File: config.mk
export PLATFORM = sky130hd
export DESIGN_NAME = wake_bit_time_recovery_regs
export DESIGN_NICKNAME = d
export VERILOG_FILES = /design/src/design/wake_bit_time_recovery_regs.v /design/src/design/cdr_bit_time_filter.v
export VERILOG_INCLUDE_DIRS = /design/src /design/src/design
export SDC_FILE = /design/constraint.sdc
export NUM_CORES = 1
export LEC_CHECK = 0
export ABC_AREA = 0
export ABC_CLOCK_PERIOD_IN_PS = 60900
export BUFFER_PORTS_ARGS = -buffer_cell sky130_fd_sc_hd__buf_2
export CAP_MARGIN = 20
export CORE_UTILIZATION = 30
export DETAILED_ROUTE_END_ITERATION = 8
export MAX_ROUTING_LAYER = met4
export PLACE_DENSITY = 0.43
export SYNTH_ARGS = -nofsm -noshare
export SYNTH_HDL_FRONTEND = slang
export SYNTH_SLANG_ARGS = --single-unit
File: constraint.sdc
create_clock -name ref_clk_in -period 60.9 [get_ports ref_clk_in]
set_input_delay 0 -clock ref_clk_in [delete_from_list [all_inputs] [get_ports ref_clk_in]]
set_output_delay 0 -clock ref_clk_in [all_outputs]
set_load 0.01 [all_outputs]
File: src/design/wake_cdr_consts.vh
`ifndef WAKE_CDR_CONSTS_VH
`define WAKE_CDR_CONSTS_VH

// ==========================================================
// Register addresses on the 7-bit serial control port
`define CAL_HIGH_ADDR 7'h3a
`define CAL_LOW_ADDR 7'h3b
`define CTRL_ONE_ADDR 7'h3c
`define CTRL_TWO_ADDR 7'h3d
`define UPPER_LIMIT_ADDR 7'h3e
`define LOWER_LIMIT_ADDR 7'h3f

// ==========================================================
// Field positions
`define ENABLE_BIT 0
`define FILT_SEL_LSB 2
`define FILT_SEL_MSB 3
`define CLK_SEL_LSB 0
`define CLK_SEL_MSB 1

// ==========================================================
// Reset values
`define CAL_RESET 8'h00
`define CTRL_ONE_RESET 8'h04
`define CTRL_TWO_RESET 8'h00
`define UPPER_LIMIT_RESET 8'ha8
`define LOWER_LIMIT_RESET 8'h98
`define FILT_SEL_RESET 2'h1
`define CLK_SEL_RESET 2'h0

// ==========================================================
// Filter codes and their shift counts (constant 8, 16, 32)
`define FILT_CODE_8 2'h0
`define FILT_CODE_16 2'h1
`define FILT_CODE_32 2'h2
`define FILT_CODE_ADAPT 2'h3
`define SHIFT_8 3'h3
`define SHIFT_16 3'h4
`define SHIFT_32 3'h5

// ==========================================================
// Edge spacing in bits accepted by the filter
`define MIN_BITS 12'h0002
`define MAX_BITS 12'h000a
`define ADAPT_32_MAX 12'h0003
`define ADAPT_16_MAX 12'h0008
`define SPACING_MAX 12'h07ff
`define FRAC_BITS 5

`endif

File: src/design/wake_bit_time_recovery_regs.v
`timescale 1ns/1ps
`include "wake_cdr_consts.vh"

// Overview of operation
// - Read-only calibration high byte at 0x3a, zero after reset.
// - Read-only calibration low byte at 0x3b, zero after reset.
// - Filter select codes 00, 01, 10 give constants 8, 16, 32.
// - Code 11 adapts: 2-3 bits 32, 4-8 bits 16, 9-10 bits 8.
// - Control one bit 0 enables recovery.
// - Control one resets to 0x04; restart clears only enable.
// - Clock select 00..11 gives 80, 40, 20, 10 MHz recovery clock.
// - Upper limit register, reset 0xa8, clamps the recovered bit time.
// - Reserved control bits read zero and ignore writes.
// - Lower limit register, reset 0x98, clamps the recovered bit time.
module wake_bit_time_recovery_regs (
  input wire ref_clk_in, // 25 MHz clock
  input wire rst_in, // Power-on or soft reset, sync
  input wire restart_in, // Restart pulse
  input wire [6:0] reg_addr_in, // Register address
  input wire reg_wr_in, // Write strobe
  input wire reg_rd_in, // Read strobe
  input wire [7:0] reg_wdata_in, // Write data
  input wire osc_tick_in, // Fastest recovery tick
  input wire bus_rx_in, // Bus receive pin
  input wire [7:0] bit_time_setting_in, // Programmed bit time
  output wire [7:0] reg_rdata_out, // Read data
  output wire reg_hit_out, // Address in this bank
  output wire recovery_enable_out, // Recovery enabled
  output wire recovery_tick_out, // Selected recovery tick
  output wire [7:0] effective_bit_time_out // Bit time in use
);

  // ==========================================================
  // Control state
  reg enable_r;
  reg [1:0] filt_sel_r;
  reg [1:0] clk_sel_r;
  reg [7:0] upper_r;
  reg [7:0] lower_r;
  reg [7:0] rdata_r;
  reg [7:0] rdata_nxt;
  reg enable_d_r;

  // ==========================================================
  // Measurement state
  reg rx_meta_r;
  reg rx_sync_r;
  reg rx_prev_r;
  reg [2:0] div_cnt_r;
  reg [11:0] spacing_r;
  reg started_r;
  reg sample_valid_r;
  reg [11:0] sample_r;
  reg [2:0] div_mask;

  wire fall;
  wire rec_tick;
  wire load;
  wire [12:0] acc;
  wire [7:0] cal_high;
  wire [7:0] cal_low;

  // Full reset word, so single fields can be picked out at their width
  localparam [7:0] CTRL_ONE_INIT = `CTRL_ONE_RESET;

  // Address decode, shared by the write path and reg_hit_out
  function is_bank;
    input [6:0] addr;
    begin
      is_bank = (addr >= `CAL_HIGH_ADDR) && (addr <= `LOWER_LIMIT_ADDR);
    end
  endfunction

  assign reg_hit_out = is_bank(reg_addr_in);

  // ==========================================================
  // Register writes
  always @(posedge ref_clk_in) begin
    if (rst_in) begin
      enable_r <= CTRL_ONE_INIT[`ENABLE_BIT];
      filt_sel_r <= `FILT_SEL_RESET;
      clk_sel_r <= `CLK_SEL_RESET;
      upper_r <= `UPPER_LIMIT_RESET;
      lower_r <= `LOWER_LIMIT_RESET;
    end else if (restart_in) begin
      enable_r <= 1'b0;
    end else if (reg_wr_in && is_bank(reg_addr_in)) begin
      case (reg_addr_in)
        `CTRL_ONE_ADDR: begin
          enable_r <= reg_wdata_in[`ENABLE_BIT];
          filt_sel_r <= reg_wdata_in[`FILT_SEL_MSB:`FILT_SEL_LSB];
        end
        `CTRL_TWO_ADDR: begin
          clk_sel_r <= reg_wdata_in[`CLK_SEL_MSB:`CLK_SEL_LSB];
        end
        `UPPER_LIMIT_ADDR: begin
          upper_r <= reg_wdata_in;
        end
        `LOWER_LIMIT_ADDR: begin
          lower_r <= reg_wdata_in;
        end
        default: begin
          // Calibration bytes are read-only
          upper_r <= upper_r;
        end
      endcase
    end
  end

  // ==========================================================
  // Register reads, one cycle after the strobe
  always @* begin
    rdata_nxt = 8'h00;
    case (reg_addr_in)
      `CAL_HIGH_ADDR: rdata_nxt = cal_high;
      `CAL_LOW_ADDR: rdata_nxt = cal_low;
      `CTRL_ONE_ADDR: rdata_nxt = {4'h0, filt_sel_r, 1'b0, enable_r};
      `CTRL_TWO_ADDR: rdata_nxt = {6'h00, clk_sel_r};
      `UPPER_LIMIT_ADDR: rdata_nxt = upper_r;
      `LOWER_LIMIT_ADDR: rdata_nxt = lower_r;
      default: rdata_nxt = 8'h00;
    endcase
  end

  always @(posedge ref_clk_in) begin
    if (rst_in) begin
      rdata_r <= 8'h00;
    end else if (reg_rd_in) begin
      rdata_r <= rdata_nxt;
    end
  end

  assign reg_rdata_out = rdata_r;

  // ==========================================================
  // Recovery clock divider: the tick stands for the 80 MHz rate
  always @* begin
    case (clk_sel_r)
      2'h0: div_mask = 3'h0;
      2'h1: div_mask = 3'h1;
      2'h2: div_mask = 3'h3;
      default: div_mask = 3'h7;
    endcase
  end

  always @(posedge ref_clk_in) begin
    if (rst_in) begin
      div_cnt_r <= 3'h0;
    end else if (osc_tick_in) begin
      div_cnt_r <= div_cnt_r + 3'h1;
    end
  end

  assign rec_tick = osc_tick_in && ((div_cnt_r & div_mask) == 3'h0);
  assign recovery_tick_out = rec_tick;

  // ==========================================================
  // Receive pin synchroniser and falling edge
  always @(posedge ref_clk_in) begin
    if (rst_in) begin
      rx_meta_r <= 1'b1;
      rx_sync_r <= 1'b1;
      rx_prev_r <= 1'b1;
    end else begin
      rx_meta_r <= bus_rx_in;
      rx_sync_r <= rx_meta_r;
      rx_prev_r <= rx_sync_r;
    end
  end

  assign fall = rx_prev_r && !rx_sync_r;

  // ==========================================================
  // Falling edge spacing counter
  // Saturates so that a long idle gap never yields a false sample
  always @(posedge ref_clk_in) begin
    if (rst_in) begin
      spacing_r <= 12'h000;
      started_r <= 1'b0;
      sample_valid_r <= 1'b0;
      sample_r <= 12'h000;
    end else begin
      sample_valid_r <= 1'b0;
      if (!enable_r) begin
        started_r <= 1'b0;
        spacing_r <= 12'h000;
      end else if (fall) begin
        started_r <= 1'b1;
        spacing_r <= 12'h000;
        // measured spacing
        // The tick in the fall cycle closes the interval
        if (started_r && spacing_r != `SPACING_MAX) begin
          sample_valid_r <= 1'b1;
          sample_r <= spacing_r + {11'h000, rec_tick};
        end
      end else if (rec_tick && spacing_r != `SPACING_MAX) begin
        spacing_r <= spacing_r + 12'h001;
      end
    end
  end

  // ==========================================================
  // Enable edge seeds the filter from the programmed bit time
  always @(posedge ref_clk_in) begin
    if (rst_in) begin
      enable_d_r <= 1'b0;
    end else begin
      enable_d_r <= enable_r;
    end
  end

  assign load = enable_r && !enable_d_r;
  assign recovery_enable_out = enable_r;

  cdr_bit_time_filter u_filter (
    .ref_clk_in(ref_clk_in),
    .rst_in(rst_in),
    .enable_in(enable_r),
    .load_in(load),
    .sample_valid_in(sample_valid_r),
    .spacing_in(sample_r),
    .filt_sel_in(filt_sel_r),
    .setting_in(bit_time_setting_in),
    .upper_in(upper_r),
    .lower_in(lower_r),
    .bit_time_out(effective_bit_time_out),
    .acc_out(acc)
  );

  // Calibration word: integer bit time, then fraction left aligned
  assign cal_high = acc[12:5];
  assign cal_low = {acc[4:0], 3'h0};

endmodule // wake_bit_time_recovery_regs

File: src/design/cdr_bit_time_filter.v
`timescale 1ns/1ps
`include "wake_cdr_consts.vh"

module cdr_bit_time_filter (
  input wire ref_clk_in, // 25 MHz clock
  input wire rst_in, // Sync reset, active high
  input wire enable_in, // Recovery enabled
  input wire load_in, // Enable just rose
  input wire sample_valid_in, // Falling edge spacing ready
  input wire [11:0] spacing_in, // Ticks between falling edges
  input wire [1:0] filt_sel_in, // Filter constant select
  input wire [7:0] setting_in, // Programmed bit time
  input wire [7:0] upper_in, // Upper bound
  input wire [7:0] lower_in, // Lower bound
  output wire [7:0] bit_time_out, // Effective bit time
  output wire [12:0] acc_out // Filter state, 8.5 fixed point
);

  reg [12:0] acc_r;
  reg [12:0] acc_nxt;
  reg [11:0] nbits;
  reg [11:0] sample;
  reg [7:0] sample8;
  reg [2:0] shift;
  reg signed [13:0] diff;
  reg signed [13:0] step;
  reg [13:0] sum;
  wire [7:0] bt_now;
  wire [12:0] up_fx;
  wire [12:0] lo_fx;

  // Restoring divider; zero divisor yields all ones
  function [11:0] div12;
    input [11:0] num;
    input [7:0] den;
    reg [12:0] rem;
    integer i;
    begin
      rem = 13'h0000;
      div12 = 12'h000;
      for (i = 11; i >= 0; i = i - 1) begin
        rem = {rem[11:0], num[i]};
        if (rem >= {5'h00, den}) begin
          rem = rem - {5'h00, den};
          div12[i] = 1'b1;
        end
      end
    end
  endfunction

  assign bt_now = acc_r[12:`FRAC_BITS];
  assign up_fx = {upper_in, 5'h00};
  assign lo_fx = {lower_in, 5'h00};

  // ==========================================================
  // Sample evaluation
  always @* begin
    nbits = div12(spacing_in + {5'h00, bt_now[7:1]}, bt_now);
    sample = div12(spacing_in, {4'h0, nbits[3:0]});
    sample8 = (sample > 12'h00ff) ? 8'hff : sample[7:0];
    case (filt_sel_in)
      `FILT_CODE_8: shift = `SHIFT_8;
      `FILT_CODE_16: shift = `SHIFT_16;
      `FILT_CODE_32: shift = `SHIFT_32;
      default: begin
        if (nbits <= `ADAPT_32_MAX) begin
          shift = `SHIFT_32;
        end else if (nbits <= `ADAPT_16_MAX) begin
          shift = `SHIFT_16;
        end else begin
          shift = `SHIFT_8;
        end
      end
    endcase
    diff = $signed({1'b0, sample8, 5'h00}) - $signed({1'b0, acc_r});
    step = diff >>> shift;
    sum = $unsigned($signed({1'b0, acc_r}) + step);
    acc_nxt = sum[12:0];
    if (sum[13] == 1'b0 && sum[12:0] > up_fx) begin
      acc_nxt = up_fx;
    end
    if (sum[13] == 1'b1 || sum[12:0] < lo_fx) begin
      acc_nxt = lo_fx;
    end
  end

  // ==========================================================
  // Filter state; out-of-range spacings are ignored
  always @(posedge ref_clk_in) begin
    if (rst_in) begin
      acc_r <= 13'h0000;
    end else if (load_in) begin
      acc_r <= {setting_in, 5'h00};
    end else if (enable_in && sample_valid_in && bt_now != 8'h00 &&
                 nbits >= `MIN_BITS && nbits <= `MAX_BITS) begin
      acc_r <= acc_nxt;
    end
  end

  assign bit_time_out = enable_in ? bt_now : setting_in;
  assign acc_out = acc_r;

endmodule // cdr_bit_time_filter

==> flow_metrics.py <==
metrics = {
    "synthesis": {
        "synthCells": 2430,
        "async_reset_ff_share_pct": 0,
        "ys_ff_latch": 75,
        "synth_edf_count": 0,
        "synth.most_common_cell": "nor2_1",
        "synth_ff_type": "dfxtp_1",
        "yosys.area.top_type": "ha_1",
        "synth-seq-area-share_pct": 8.393,
        "yosys-top-cells-count": "nor2_1, nand2_1, ha_1, a21oi_1, o21ai_0",
        "synth.area.top_cells": "ha_1, dfxtp_1, mux2i_1",
        "yosysUniqueCellTypes": 131,
        "synth.net_count": 2670,
        "yosysTopAreaCellShare_pct": 13.15,
        "syn_area_um2": 17890,
        "yosys_warnings": 0,
        "synth_area_per_cell_um2": 7.361,
    },
    "global_route": {
        "track_usage_pct": 20.61,
        "grt_pass1_wl_mm": 98.47,
        "grt_max_degree": 54,
        "antenna_found_initial": 1,
        "overflow": 0,
        "first_global_vias": 17840,
    },
    "outcome": {
        "status": "finished, final reports clean",
    },
    "sta": {
        "relSlewSlack_pct": 37.36,
        "finalSetupTns_ns": 0,
        "fin_skew_ns": 0.007890,
        "drv_slew": 0,
        "period_share_pct": 92.86,
        "setup_violations": 0,
        "finalCriticalPeriod_ns": 56.55,
        "fin_hold_ws_ns": 0.04697,
        "finalHoldViolCount": 0,
        "max_freq_ghz": 0.01768,
        "worstMarginPinSlew_ns": 0.9361,
    },
    "routing": {
        "vias_per_cell": 5.613,
        "dr_total_vias": 18460,
        "final_antenna_net_count": 0,
        "wirelength_mm": 61.36,
        "first_iter_violations": 1175,
        "drc": 0,
        "dr.pass1.iters": 6,
        "routedWlPerCell_um": 18.66,
    },
    "critical_path": {
        "crit_fanout": 14,
        "timing.rr.end": "u_filter.acc_out[5]",
        "path_common_cell": "a21o_1",
        "reg2reg_depth": 294,
        "slowest_stage": "or4_4",
        "r2r_setup_slack_ns": 4.35,
        "crit_type": "register to register",
        "critPathArrivalTime_ns": 56.82,
        "rr_startpoint": "sample_r[1]",
        "slowest_delay_ns": 0.62,
        "start_kind": "register",
        "worstSetupEndpointType": "register",
        "required_ns": 61.17,
    },
    "clock_tree": {
        "cts_buffer_depth": 2,
        "cts_sinks": 75,
        "clkLatencyLatePin_ns": 0.35,
        "cts-htree-levels": 3,
        "root_buffer": "clkbuf_16",
        "cts_tree": "yes",
        "clk_pin_slew_ns": 0.07,
        "cts_inserted_buffers": 9,
    },
    "die": {
        "die_area_um2": 60610,
        "die_height_um": 246.2,
        "ios": 49,
        "core-area_um2": 59020,
        "die_width_um": 246.2,
        "start_util_pct": 30.31,
        "num_rows": 89,
    },
    "pwr": {
        "leakage_nw": 9.020,
        "cellPowerDensity_nw_per_um2": 6.234,
        "peakVddDrop_uv": 13.59,
        "finalPower_w": 0.0001257,
    },
    "layout": {
        "antenna_cells": 0,
        "postLayoutCoreUtil_pct": 34.15,
        "drive_gt1_share_pct": 13.24,
        "area_delta_synth_final_pct": 12.68,
        "nets": 2751,
        "num-fill-cells": 6338,
    },
    "placement": {
        "place_congestion": 0.8693,
        "dpl.hpwl_mm": 49.22,
        "port_buffers": 48,
    },
    "flow_run": {
        "cap_violations": 0,
    },
    "min_path": {
        "hold_class": "primary input to register",
        "min_from": "reg_rd_in",
        "hold_end": "reg_rdata_out[0]",
        "holdPathStages": 2,
    },
}
## per-stage QoR
stage,instances,cell area (um^2),setup WS [ns]
after floorplan,2430,17890,2.921
after global placement,3243,19300,0.2446
after detailed placement,3243,19300,-0.5064
after CTS,3279,19820,0.1893
after global routing,3289,20160,-0.03083
final,3289,20160,4.350
## cells by family (layout without fill, tap and decap cells)
family | Yosys count | count (layout) | synth area share (%)
AOI/OAI and AO/OA | 778 | 778 | 30.52
xor gates and xnor gates | 153 | 153 | 7.533
adders and majority gates | 210 | 210 | 15.61
buffers and inverters | 202 | 288 | 4.490
DFF | 75 | 75 | 8.393
muxes | 133 | 133 | 7.757
and+or+nand+nor | 879 | 879 | 25.69
## cell usage in the layout (no fill, tap or decap), types with 22 or more instances in the layout
| cell | count |
|---|---|
| nor3_1 | 61 |
| buf_2 | 48 |
| nand3_1 | 53 |
| o31ai_1 | 22 |
| nand2b_1 | 46 |
| nand2_1 | 194 |
| mux2_2 | 34 |
| and3_1 | 25 |
| ha_1 | 186 |
| dfxtp_1 | 74 |
| a21o_1 | 108 |
| or3_1 | 27 |
| a31oi_1 | 30 |
| a211oi_1 | 49 |
| nor2_1 | 213 |
| fa_1 | 22 |
| a21oi_1 | 159 |
| o21ai_0 | 124 |
| o211ai_1 | 33 |
| nor2b_1 | 52 |
| xor2_1 | 54 |
| buf_4 | 78 |
| xnor2_1 | 98 |
| and2_1 | 31 |
| inv_1 | 123 |
| o21a_1 | 23 |
| mux2i_1 | 93 |
| nand4_1 | 48 |
## layout make-up
cell class	instances	area, um^2	area share [%]
inverter	127	481.7	2.390
multi-input combinational	2153	15890	78.83
timing repair buffer	145	1016	5.040
sequential	75	1503	7.455
tap	773	967.2	4.798
clock inverter	7	75.07	0.3724
clock buffer	9	225.2	1.117
## sequential cells by signal, indices dropped and copies added (netlist names)
name                 cells
reg_rdata_out            8
spacing_r               12
rx_meta_r                1
started_r                1
filt_sel_r               2
enable_d_r               1
div_cnt_r                3
u_filter.acc_out        13
sample_r                12
lower_r                  8
sample_valid_r           1
rx_prev_r                1
clk_sel_r                2
upper_r                  8
recovery_enable_out      1
rx_sync_r                1
## worst max-delay path, delay by kind of cell (launching register included)
| family | cells | cell delay, ns |
|---|---|---|
| AOI/OAI and AO/OA | 121 | 23.15 |
| xor gates and xnor gates | 3 | 1.14 |
| adders and majority gates | 31 | 8.95 |
| buffers and inverters | 26 | 2.97 |
| DFF | 1 | 0.36 |
| muxes | 13 | 3.73 |
| and+or+nand+nor | 100 | 16.08 |
## worst max-delay path by stage
| stage | from | endpoint | slack (ns) | cells after the start |
|---|---|---|---|---|
| final | sample_r[1] | u_filter.acc_out[5] | 4.35 | 294 |
| after global routing | sample_r[1] | u_filter.acc_out[5] | -0.03 | 295 |
| after CTS | sample_r[1] | u_filter.acc_out[5] | 0.19 | 286 |
| after detailed placement | sample_r[1] | u_filter.acc_out[5] | -0.51 | 286 |
| after global placement | sample_r[1] | u_filter.acc_out[5] | 0.24 | 289 |
| after floorplan | u_filter.acc_out[6] | u_filter.acc_out[5] | 2.92 | 298 |
## timing repair
action	in CTS	in global routing
endpoints found under the setup margin	13	13
pin swaps	0	6
hold buffers	19	0
gates cloned	0	0
endpoints found under the hold margin	32	0
setup buffers	1	10
resized for setup	4	69
## routing by layer
layer  GRT usage (%)  up-vias  wire length [um]
met5               -        -                 0
met4           3.215        0               671
met3           1.013       44              1574
met2           33.78      356             28420
met1           28.23     8790             30690
li1                -     9270                 -
## power breakdown
group	internal [W]	switching, W	leakage [nW]
Sequential	0.0000495	0.000000278	0.607
Clock	0.0000321	0.0000239	0.151
Combinational	0.00000772	0.0000121	8.26
Total	0.0000894	0.0000363	9.02
Power figures use the tool's default switching activity.
